===== config.mk =====
export PLATFORM = sky130hd
export DESIGN_NAME = aio_dev_flat
export DESIGN_NICKNAME = d
export VERILOG_FILES = /design/src/shared/aio_pkg.sv /design/src/shared/aio_if.sv /design/src/rtl/aio_dev.sv /design/src/flat_wrapper.sv
export VERILOG_INCLUDE_DIRS = /design/src /design/src/shared
export SDC_FILE = /design/constraint.sdc
export NUM_CORES = 1
export LEC_CHECK = 0
export ABC_AREA = 1
export BUFFER_PORTS_ARGS = -buffer_cell sky130_fd_sc_hd__buf_4
export CAP_MARGIN = 40
export CORE_MARGIN = 2
export CORE_UTILIZATION = 54
export CTS_CLUSTER_DIAMETER = 30
export DETAILED_ROUTE_END_ITERATION = 10
export GPL_TIMING_DRIVEN = 0
export PLACE_DENSITY = 0.76
export SLEW_MARGIN = 20
export SYNTH_ARGS = -nofsm -noshare
export SYNTH_HDL_FRONTEND = slang
export SYNTH_SLANG_ARGS = --single-unit

===== constraint.sdc =====
create_clock -name I_CLK_SYS -period 3.76 [get_ports I_CLK_SYS]
set_input_delay 0.752 -clock I_CLK_SYS [delete_from_list [all_inputs] [get_ports I_CLK_SYS]]
set_output_delay 0.752 -clock I_CLK_SYS [all_outputs]
set_load 0.01 [all_outputs]

===== src/shared/aio_map.svh =====
`ifndef AIO_MAP_SVH
`define AIO_MAP_SVH
`define AIO_WORD_BITS 16
`define AIO_LEAD_BITS 4
`define AIO_DATA_BITS 12
`define AIO_CLK_DIV   4
`define AIO_SYS_MHZ   50
`endif


===== src/shared/aio_pkg.sv =====
package aio_pkg;
  typedef enum logic [1:0] {
    AIO_IDLE = 2'b00,
    AIO_LOW  = 2'b01,
    AIO_HIGH = 2'b11
  } aio_rx_state_t;
  typedef enum logic [1:0] {
    AIO_SYNC  = 2'b00,
    AIO_ASYNC = 2'b01,
    AIO_GATED = 2'b11
  } aio_mode_t;
endpackage : aio_pkg


===== src/shared/aio_if.sv =====
`timescale 1ns/1ps
interface aio_if;
  // open-drain receive lines: enable low means the device pulls/drives
  logic rclk_o, rclk_oe_n;
  logic rfs_o, rfs_oe_n;
  logic rdat_o, rdat_oe_n;
  logic transmit_serial_clock_host, transmit_serial_clock_host_oe_n;
  logic transmit_frame_input, tdat;
  logic rclk, receive_frame_strobe, rdat;   // resolved line levels, set by the bench
  logic transmit_serial_clock_sel_rx;       // 1: transmit clock is the receive clock
  logic tfs_sel_rx;        // 1: transmit frame is the receive frame
  modport dev  (output rclk_o, rclk_oe_n, rfs_o, rfs_oe_n, rdat_o,
                rdat_oe_n, input transmit_serial_clock_host, transmit_frame_input, tdat, rclk,
                transmit_serial_clock_sel_rx, tfs_sel_rx, receive_frame_strobe);
  modport host (input rclk, receive_frame_strobe, rdat, output transmit_serial_clock_host,
                transmit_serial_clock_host_oe_n, transmit_frame_input, tdat, transmit_serial_clock_sel_rx, tfs_sel_rx);
endinterface : aio_if


===== src/rtl/aio_dev.sv =====
`timescale 1ns/1ps
`include "aio_map.svh"
module aio_dev #(
  parameter int WORD_BITS = `AIO_WORD_BITS,
  parameter int CLK_DIV   = `AIO_CLK_DIV
) (
  input  wire logic        I_CLK_SYS,        // system clock
  input  wire logic        I_SYS_RST,        // async reset, high
  aio_if.dev               LNK,              // serial link
  input  wire logic        I_CONVERT_START_INPUT, // convert start pin
  input  wire logic        I_DAC_LATCH_LOAD, // latch load, low active
  input  wire logic        I_CONTINUOUS,     // free-running rclk
  input  wire logic [11:0] I_ADC_RESULT,     // sampled converter code
  output logic      [11:0] O_DAC_CODE,       // dac latch contents
  output logic      [11:0] O_INPUT_LATCH     // input latch contents
);
  initial begin
    if (WORD_BITS != 16 || CLK_DIV < 2)
      $error("aio_dev: unsupported parameters");
  end
  // receive section: device-made clock
  logic [7:0]  div_r, div_nxt;
  logic        rclk_r, rclk_nxt;
  logic [4:0]  rcnt_r, rcnt_nxt;
  logic [15:0] rsh_r, rsh_nxt;
  logic        rfs_r, rfs_nxt;
  logic        rdat_r, rdat_nxt;
  logic [2:0]  cs_s;
  aio_pkg::aio_rx_state_t st_r, st_nxt;
  logic        cs_rise;
  assign cs_rise = cs_s[1] & ~cs_s[2];
  always_comb begin
    div_nxt  = div_r;
    rclk_nxt = rclk_r;
    rcnt_nxt = rcnt_r;
    rsh_nxt  = rsh_r;
    rfs_nxt  = rfs_r;
    rdat_nxt = rdat_r;
    st_nxt   = st_r;
    case (st_r)
      aio_pkg::AIO_IDLE: begin
        div_nxt  = (div_r == 8'(CLK_DIV - 1)) ? 8'h00 : div_r + 8'h01;
        if (I_CONTINUOUS && div_r == 8'(CLK_DIV - 1))
          rclk_nxt = ~rclk_r;
        if (cs_rise) begin
          rfs_nxt  = 1'b0;
          rsh_nxt  = {4'h0, I_ADC_RESULT};
          rdat_nxt = 1'b0;
          rclk_nxt = 1'b1;
          rcnt_nxt = 5'd0;
          div_nxt  = 8'h00;
          st_nxt   = aio_pkg::AIO_HIGH;
        end
      end
      aio_pkg::AIO_HIGH, aio_pkg::AIO_LOW: begin
        div_nxt = (div_r == 8'(CLK_DIV - 1)) ? 8'h00 : div_r + 8'h01;
        if (div_r == 8'(CLK_DIV - 1)) begin
          rclk_nxt = ~rclk_r;
          if (rclk_r) begin
            // falling edge: far end samples rdat_r
            rcnt_nxt = rcnt_r + 5'd1;
            st_nxt   = aio_pkg::AIO_LOW;
          end else begin
            // rising edge: next bit out, msb first
            rsh_nxt  = {rsh_r[14:0], 1'b0};
            rdat_nxt = rsh_r[14];
            st_nxt   = aio_pkg::AIO_HIGH;
            if (rcnt_r == 5'd16) begin
              rfs_nxt  = 1'b1;
              rdat_nxt = 1'b1;  // release data so the pull-up holds idle
              st_nxt  = aio_pkg::AIO_IDLE;
            end
          end
        end
      end
      default: st_nxt = aio_pkg::AIO_IDLE;
    endcase
  end
  always_ff @(posedge I_CLK_SYS or posedge I_SYS_RST) begin
    if (I_SYS_RST) begin
      div_r <= 8'h00; rclk_r <= 1'b1; rcnt_r <= 5'd0;
      rsh_r <= 16'h0000; rfs_r <= 1'b1; rdat_r <= 1'b1;
      st_r  <= aio_pkg::AIO_IDLE;
    end else begin
      div_r <= div_nxt; rclk_r <= rclk_nxt; rcnt_r <= rcnt_nxt;
      rsh_r <= rsh_nxt; rfs_r <= rfs_nxt; rdat_r <= rdat_nxt;
      st_r  <= st_nxt;
    end
  end
  // open drain: low enable pulls the line low; gated clock released idle
  assign LNK.rclk_o    = 1'b0;
  assign LNK.rclk_oe_n = (st_r == aio_pkg::AIO_IDLE && !I_CONTINUOUS)
                         ? 1'b1 : rclk_r;
  assign LNK.rfs_o     = 1'b0;
  assign LNK.rfs_oe_n  = rfs_r;
  assign LNK.rdat_o    = 1'b0;
  assign LNK.rdat_oe_n = rdat_r;
  // transmit section: external clock sampled through three flops
  logic [2:0]  transmit_serial_clock_s, tfs_s, td_s, ld_s;
  logic [4:0]  tcnt_r, tcnt_nxt;
  logic [15:0] tsh_r, tsh_nxt;
  logic [11:0] in_r, in_nxt, dac_r, dac_nxt;
  logic        busy_r, busy_nxt, spoil_r, spoil_nxt;
  logic        transmit_serial_clock_raw, tfs_raw, transmit_serial_clock_fall;
  assign transmit_serial_clock_raw  = LNK.transmit_serial_clock_sel_rx ? LNK.rclk : LNK.transmit_serial_clock_host;
  assign tfs_raw   = LNK.tfs_sel_rx ? LNK.receive_frame_strobe : LNK.transmit_frame_input;
  assign transmit_serial_clock_fall = transmit_serial_clock_s[2] & ~transmit_serial_clock_s[1];
  always_ff @(posedge I_CLK_SYS or posedge I_SYS_RST) begin
    if (I_SYS_RST) begin
      transmit_serial_clock_s <= 3'b111; tfs_s <= 3'b111; td_s <= 3'b000;
      ld_s <= 3'b111; cs_s <= 3'b000;
    end else begin
      transmit_serial_clock_s <= {transmit_serial_clock_s[1:0], transmit_serial_clock_raw};
      tfs_s  <= {tfs_s[1:0], tfs_raw};
      td_s   <= {td_s[1:0], LNK.tdat};
      ld_s   <= {ld_s[1:0], I_DAC_LATCH_LOAD};
      cs_s   <= {cs_s[1:0], I_CONVERT_START_INPUT};
    end
  end
  always_comb begin
    tcnt_nxt  = tcnt_r;
    tsh_nxt   = tsh_r;
    in_nxt    = in_r;
    dac_nxt   = dac_r;
    busy_nxt  = busy_r;
    spoil_nxt = spoil_r;
    if (busy_r && ld_s[2] != ld_s[1])
      spoil_nxt = 1'b1;
    if (tfs_s[1] && !busy_r) begin
      tcnt_nxt = 5'd0;
    end else if (!tfs_s[1] && tcnt_r == 5'd0 && !busy_r) begin
      busy_nxt  = 1'b1;
      spoil_nxt = 1'b0;
    end
    if (busy_r && transmit_serial_clock_fall) begin
      tsh_nxt  = {tsh_r[14:0], td_s[1]};
      tcnt_nxt = tcnt_r + 5'd1;
      if (tcnt_r == 5'd15) begin
        in_nxt   = {tsh_r[10:0], td_s[1]};
        busy_nxt = 1'b0;
        if (!ld_s[1] && !spoil_r)
          dac_nxt = {tsh_r[10:0], td_s[1]};
      end
    end
    if (!busy_r && ld_s[2] && !ld_s[1])
      dac_nxt = in_r;
  end
  always_ff @(posedge I_CLK_SYS or posedge I_SYS_RST) begin
    if (I_SYS_RST) begin
      tcnt_r <= 5'd0; tsh_r <= 16'h0000; in_r <= 12'h000;
      dac_r <= 12'h000; busy_r <= 1'b0; spoil_r <= 1'b0;
    end else begin
      tcnt_r <= tcnt_nxt; tsh_r <= tsh_nxt; in_r <= in_nxt;
      dac_r <= dac_nxt; busy_r <= busy_nxt; spoil_r <= spoil_nxt;
    end
  end
  assign O_DAC_CODE    = dac_r;
  assign O_INPUT_LATCH = in_r;
endmodule : aio_dev


===== src/flat_wrapper.sv =====
// flat-port wrapper written by rule: the top's interface ports become plain ports
module aio_dev_flat 
#(
  parameter int WORD_BITS = `AIO_WORD_BITS,
  parameter int CLK_DIV   = `AIO_CLK_DIV
)
  (I_CLK_SYS, I_SYS_RST, I_CONVERT_START_INPUT, I_DAC_LATCH_LOAD, I_CONTINUOUS, I_ADC_RESULT, O_DAC_CODE, O_INPUT_LATCH, LNK_rclk_o, LNK_rclk_oe_n, LNK_rfs_o, LNK_rfs_oe_n, LNK_rdat_o, LNK_rdat_oe_n, LNK_transmit_serial_clock_host, LNK_transmit_frame_input, LNK_tdat, LNK_rclk, LNK_transmit_serial_clock_sel_rx, LNK_tfs_sel_rx, LNK_receive_frame_strobe);
  aio_if LNK_i ();
  input  wire logic I_CLK_SYS;
  input  wire logic I_SYS_RST;
  input  wire logic I_CONVERT_START_INPUT;
  input  wire logic I_DAC_LATCH_LOAD;
  input  wire logic I_CONTINUOUS;
  input  wire logic [11:0] I_ADC_RESULT;
  output logic      [11:0] O_DAC_CODE;
  output logic      [11:0] O_INPUT_LATCH;
  output wire logic [$bits(LNK_i.rclk_o)-1:0] LNK_rclk_o;
  output wire logic [$bits(LNK_i.rclk_oe_n)-1:0] LNK_rclk_oe_n;
  output wire logic [$bits(LNK_i.rfs_o)-1:0] LNK_rfs_o;
  output wire logic [$bits(LNK_i.rfs_oe_n)-1:0] LNK_rfs_oe_n;
  output wire logic [$bits(LNK_i.rdat_o)-1:0] LNK_rdat_o;
  output wire logic [$bits(LNK_i.rdat_oe_n)-1:0] LNK_rdat_oe_n;
  input wire logic [$bits(LNK_i.transmit_serial_clock_host)-1:0] LNK_transmit_serial_clock_host;
  input wire logic [$bits(LNK_i.transmit_frame_input)-1:0] LNK_transmit_frame_input;
  input wire logic [$bits(LNK_i.tdat)-1:0] LNK_tdat;
  input wire logic [$bits(LNK_i.rclk)-1:0] LNK_rclk;
  input wire logic [$bits(LNK_i.transmit_serial_clock_sel_rx)-1:0] LNK_transmit_serial_clock_sel_rx;
  input wire logic [$bits(LNK_i.tfs_sel_rx)-1:0] LNK_tfs_sel_rx;
  input wire logic [$bits(LNK_i.receive_frame_strobe)-1:0] LNK_receive_frame_strobe;
  assign LNK_rclk_o = LNK_i.rclk_o;
  assign LNK_rclk_oe_n = LNK_i.rclk_oe_n;
  assign LNK_rfs_o = LNK_i.rfs_o;
  assign LNK_rfs_oe_n = LNK_i.rfs_oe_n;
  assign LNK_rdat_o = LNK_i.rdat_o;
  assign LNK_rdat_oe_n = LNK_i.rdat_oe_n;
  assign LNK_i.transmit_serial_clock_host = LNK_transmit_serial_clock_host;
  assign LNK_i.transmit_frame_input = LNK_transmit_frame_input;
  assign LNK_i.tdat = LNK_tdat;
  assign LNK_i.rclk = LNK_rclk;
  assign LNK_i.transmit_serial_clock_sel_rx = LNK_transmit_serial_clock_sel_rx;
  assign LNK_i.tfs_sel_rx = LNK_tfs_sel_rx;
  assign LNK_i.receive_frame_strobe = LNK_receive_frame_strobe;
  aio_dev #(.WORD_BITS(WORD_BITS), .CLK_DIV(CLK_DIV)) u_core (.I_CLK_SYS(I_CLK_SYS), .I_SYS_RST(I_SYS_RST), .LNK(LNK_i), .I_CONVERT_START_INPUT(I_CONVERT_START_INPUT), .I_DAC_LATCH_LOAD(I_DAC_LATCH_LOAD), .I_CONTINUOUS(I_CONTINUOUS), .I_ADC_RESULT(I_ADC_RESULT), .O_DAC_CODE(O_DAC_CODE), .O_INPUT_LATCH(O_INPUT_LATCH));
endmodule

==> reports/qor.csv <==
metric,value,unit
worst r2r dst,u_core.O_INPUT_LATCH[8],
Resized cells post-CTS,0,
Starting Density,55.1,%
top cell type's share of synthesized area,49.0,%
PD cells,647,mW/mm^2
Post-route DRC,0,
cell area after layout,0.00470,mm^2
vias in the first global route,2991,
CP Cell Sequence,"inv_2, nand2_2, o21bai_1, buf_4",
CP arrival,1320,ps
row count,31,
largest net degree at the start of global routing,56,
final setup violation count,0,
chip width,89.4,um
Detailed Route WL,7410,um
cts hold-fix bufs,0,
unique cell type count in the Yosys netlist,29,
IO Pins,54,
Worst Slack Setup Final,1690,ps
Comb power frac,30.0,%
Peak VDD IR,0.000314,V
Crit path largest cell delay,460,ps
CTS sink cnt,88,
initial DRC count,150,
first-pass GRT wire length,12700,um
final worst path period share,55.1,%
Vias/cell,5.03,
antenna violations before repair,0,
switching pwr,1.04,mW
post-place setup slack,1840,ps
CTS tree,done,
reg2reg path depth,10,
Tot GR Track Use,20.2,%
final hold viol count,0,
Clock Tree Buf Depth,2,
number of synthesized flops with an enable pin,0,
final HPWL from detailed placement,5290,um
min-delay src,u_core.tfs_s[0],
# H-tree levels,3,
share of cells above drive strength 1,21.8,%
hold depth,0,
post-route minimum period,2070,ps
Syn Area/Cell,8.59,um^2
Ant. Diodes,0,
root buf cell,clkbuf_8,
Ys Warns,0,
first-pass iteration count of the detailed router,4,
Port Buffers,50,
LEAKAGE,2.42,nW
CTS buffer count,9,
Area contributors post-synth,"dfrtp_1 (49%), nand2_1 (14%), dfstp_2 (7.3%)",
Clock Skew,11.5,ps
nets,552,
Clk network pwr share,24.0,%
switch share,34.3,%
Mapped Area,0.00393,mm^2
critical path type,reg2out,
register area share after synthesis,56.3,%
synthesized flop and latch total,88,
Area Growth Syn to Fin,19.4,%
worst-path fanout max,4,
die height,89.4,um
CP startpoint kind,flip-flop,
routed len/inst,11.8,um
die area,0.00798,mm^2
Async SR Flop Fraction,100,%
Final Max Tran Viols,0,
WP data required,3010,ps
"Remaining Overflow, GRT",0,
Detail Route Antenna Nets,0,
total setup buffers inserted after CTS,0,
worst-case hold path end point,u_core.tfs_s[1],
reg2reg setup slack,1930,ps
Syn Inst Count,458,
placed instance area,0.00447,mm^2
clock slew at reported path FFs,90,ps
vias post-DR,3150,
worst hold slack,358,ps
reg2reg start,u_core.tcnt_r[0],
Synth area leader,dfrtp_1,
Crit-path slowest cell,dfrtp_1,
Core ar.,0.00714,mm^2
fin util,65.8,%
status,"complete, no violations",
clk_lat worst skew,360,ps
worst hold-check path type,reg2reg,
Flop pwr share,45.9,%
Highest Clock Rate,483,MHz
Synth top cells by count,"nand2_1 (146), dfrtp_1 (77), o21ai_0 (41)",
dominant synthesized flop cell,dfrtp_1,
Final Wtd Congestion,0.796,
RSZ-0062 raised after global routing,false,
P_int,2.00,mW
crit path capture type,output pin,
"count leader, synth",nand2_1,
max_cap viols,0,
==> sequential cells by signal (all words and copies together), names as in the netlist <==
signal and count:
u_core.O_INPUT_LATCH 12, u_core.td_s 2, u_core.tcnt_r 5, u_core.st_r 2, u_core.rclk_r 1, u_core.busy_r 1, u_core.tsh_r 11, u_core.rcnt_r 5
u_core.div_r 8, u_core.O_DAC_CODE 12, u_core.cs_s 3, u_core.ld_s 3, u_core.spoil_r 1, u_core.LNK.rfs_oe_n 1, u_core.LNK.rdat_oe_n 1, u_core.transmit_serial_clock_s 3
u_core.tfs_s 2, u_core.rsh_r 15
==> cell families after synthesis <==
| family | count (synthesis) | synth area share (%) |
|---|---|---|
| simple gates | 234 | 24.8 |
| flops | 88 | 56.3 |
| compound gates | 65 | 8.84 |
| buf+inv | 57 | 6.33 |
| fa+ha+maj | 6 | 1.91 |
| xor+xnor | 5 | 1.11 |
| mux | 2 | 0.572 |
| other cells | 1 | 0.0953 |
==> critical path: cells and delay by family, from the launching register on <==
kind	cells	cell delay (ps)
AO/OA/AOI/OAI	1	170
flip-flops	1	460
buffers and inverters	2	260
AND/OR/NAND/NOR	1	80
==> power by group through the flow <==
stage | registers (mW) | logic [mW] | clock network (mW)
2_1_floorplan | 1.41 | 0.606 | 0
3_3_place_gp | 1.40 | 0.885 | 0
3_5_place_dp | 1.42 | 0.915 | 0
4_1_cts | 1.40 | 0.922 | 0.742
5_1_grt | 1.43 | 1.05 | 0.788
6_report | 1.40 | 0.913 | 0.729
==> through the flow <==
stage	power, mW	instances	TNS (ps)
final	3.04	626	0
after global placement	2.29	609	-16900
after detailed placement	2.33	610	0
after CTS	3.06	626	0
after floorplan	2.02	460	0
after global routing	3.28	626	0
==> per-layer routing <==
layer	global-route usage, %	vias to the layer above	share of wire (%)
li1	-	1593	-
met1	25.5	1483	46
met2	35.0	63	49
met3	4.43	11	3.8
met4	5.97	0	1.3
met5	0	-	0
==> final cells by class <==
| cell class | instances | area, um^2 |
|---|---|---|
| Buffer | 20 | 110 |
| Clock buffer | 9 | 124 |
| Clock inverter | 7 | 101 |
| Fill cell | 601 | 2440 |
| Inverter | 37 | 141 |
| Multi-Input combinational cell | 315 | 1480 |
| Sequential cell | 88 | 2220 |
| Tap cell | 99 | 124 |
| Timing Repair Buffer | 51 | 403 |
==> how the worst max path moves through the flow <==
stage / from / endpoint / slack (ps) / depth (start not counted)
3_3_place_gp: I_SYS_RST / u_core.rsh_r[1] / -220 / 2
3_5_place_dp: I_CONTINUOUS / LNK_rclk_oe_n / 1840 / 3
2_1_floorplan: I_SYS_RST / u_core.O_DAC_CODE[0] / 750 / 1
4_1_cts: u_core.st_r[0] / LNK_rclk_oe_n / 1690 / 4
5_1_grt: u_core.st_r[0] / LNK_rclk_oe_n / 1630 / 4
6_report: u_core.st_r[0] / LNK_rclk_oe_n / 1690 / 4
==> placed cells by master (no fill, tap or decap), types with 2 or more instances in the layout <==
| cell type | synthesis | layout |
|---|---|---|
| nor3_1 | 6 | 6 |
| o21ai_0 | 41 | 41 |
| a21oi_1 | 17 | 17 |
| dfstp_2 | 11 | 11 |
| conb_1 | 1 | 3 |
| nor2_2 | 6 | 6 |
| ha_1 | 6 | 6 |
| buf_4 | 5 | 55 |
| xor2_1 | 5 | 5 |
| o22ai_1 | 2 | 2 |
| inv_6 | 0 | 3 |
| clkbuf_1 | 7 | 7 |
| bufinv_16 | 0 | 2 |
| nor2_1 | 31 | 31 |
| dfrtp_1 | 77 | 77 |
| nand2_2 | 3 | 3 |
| nand2_1 | 146 | 146 |
| inv_2 | 9 | 9 |
| inv_1 | 28 | 27 |
| buf_2 | 7 | 7 |
| nand3_1 | 31 | 31 |
| nand4_1 | 9 | 9 |
| clkbuf_8 | 0 | 9 |
| clkinvlp_4 | 0 | 2 |
| mux2_2 | 2 | 2 |
Power figures use the tool's default switching activity.
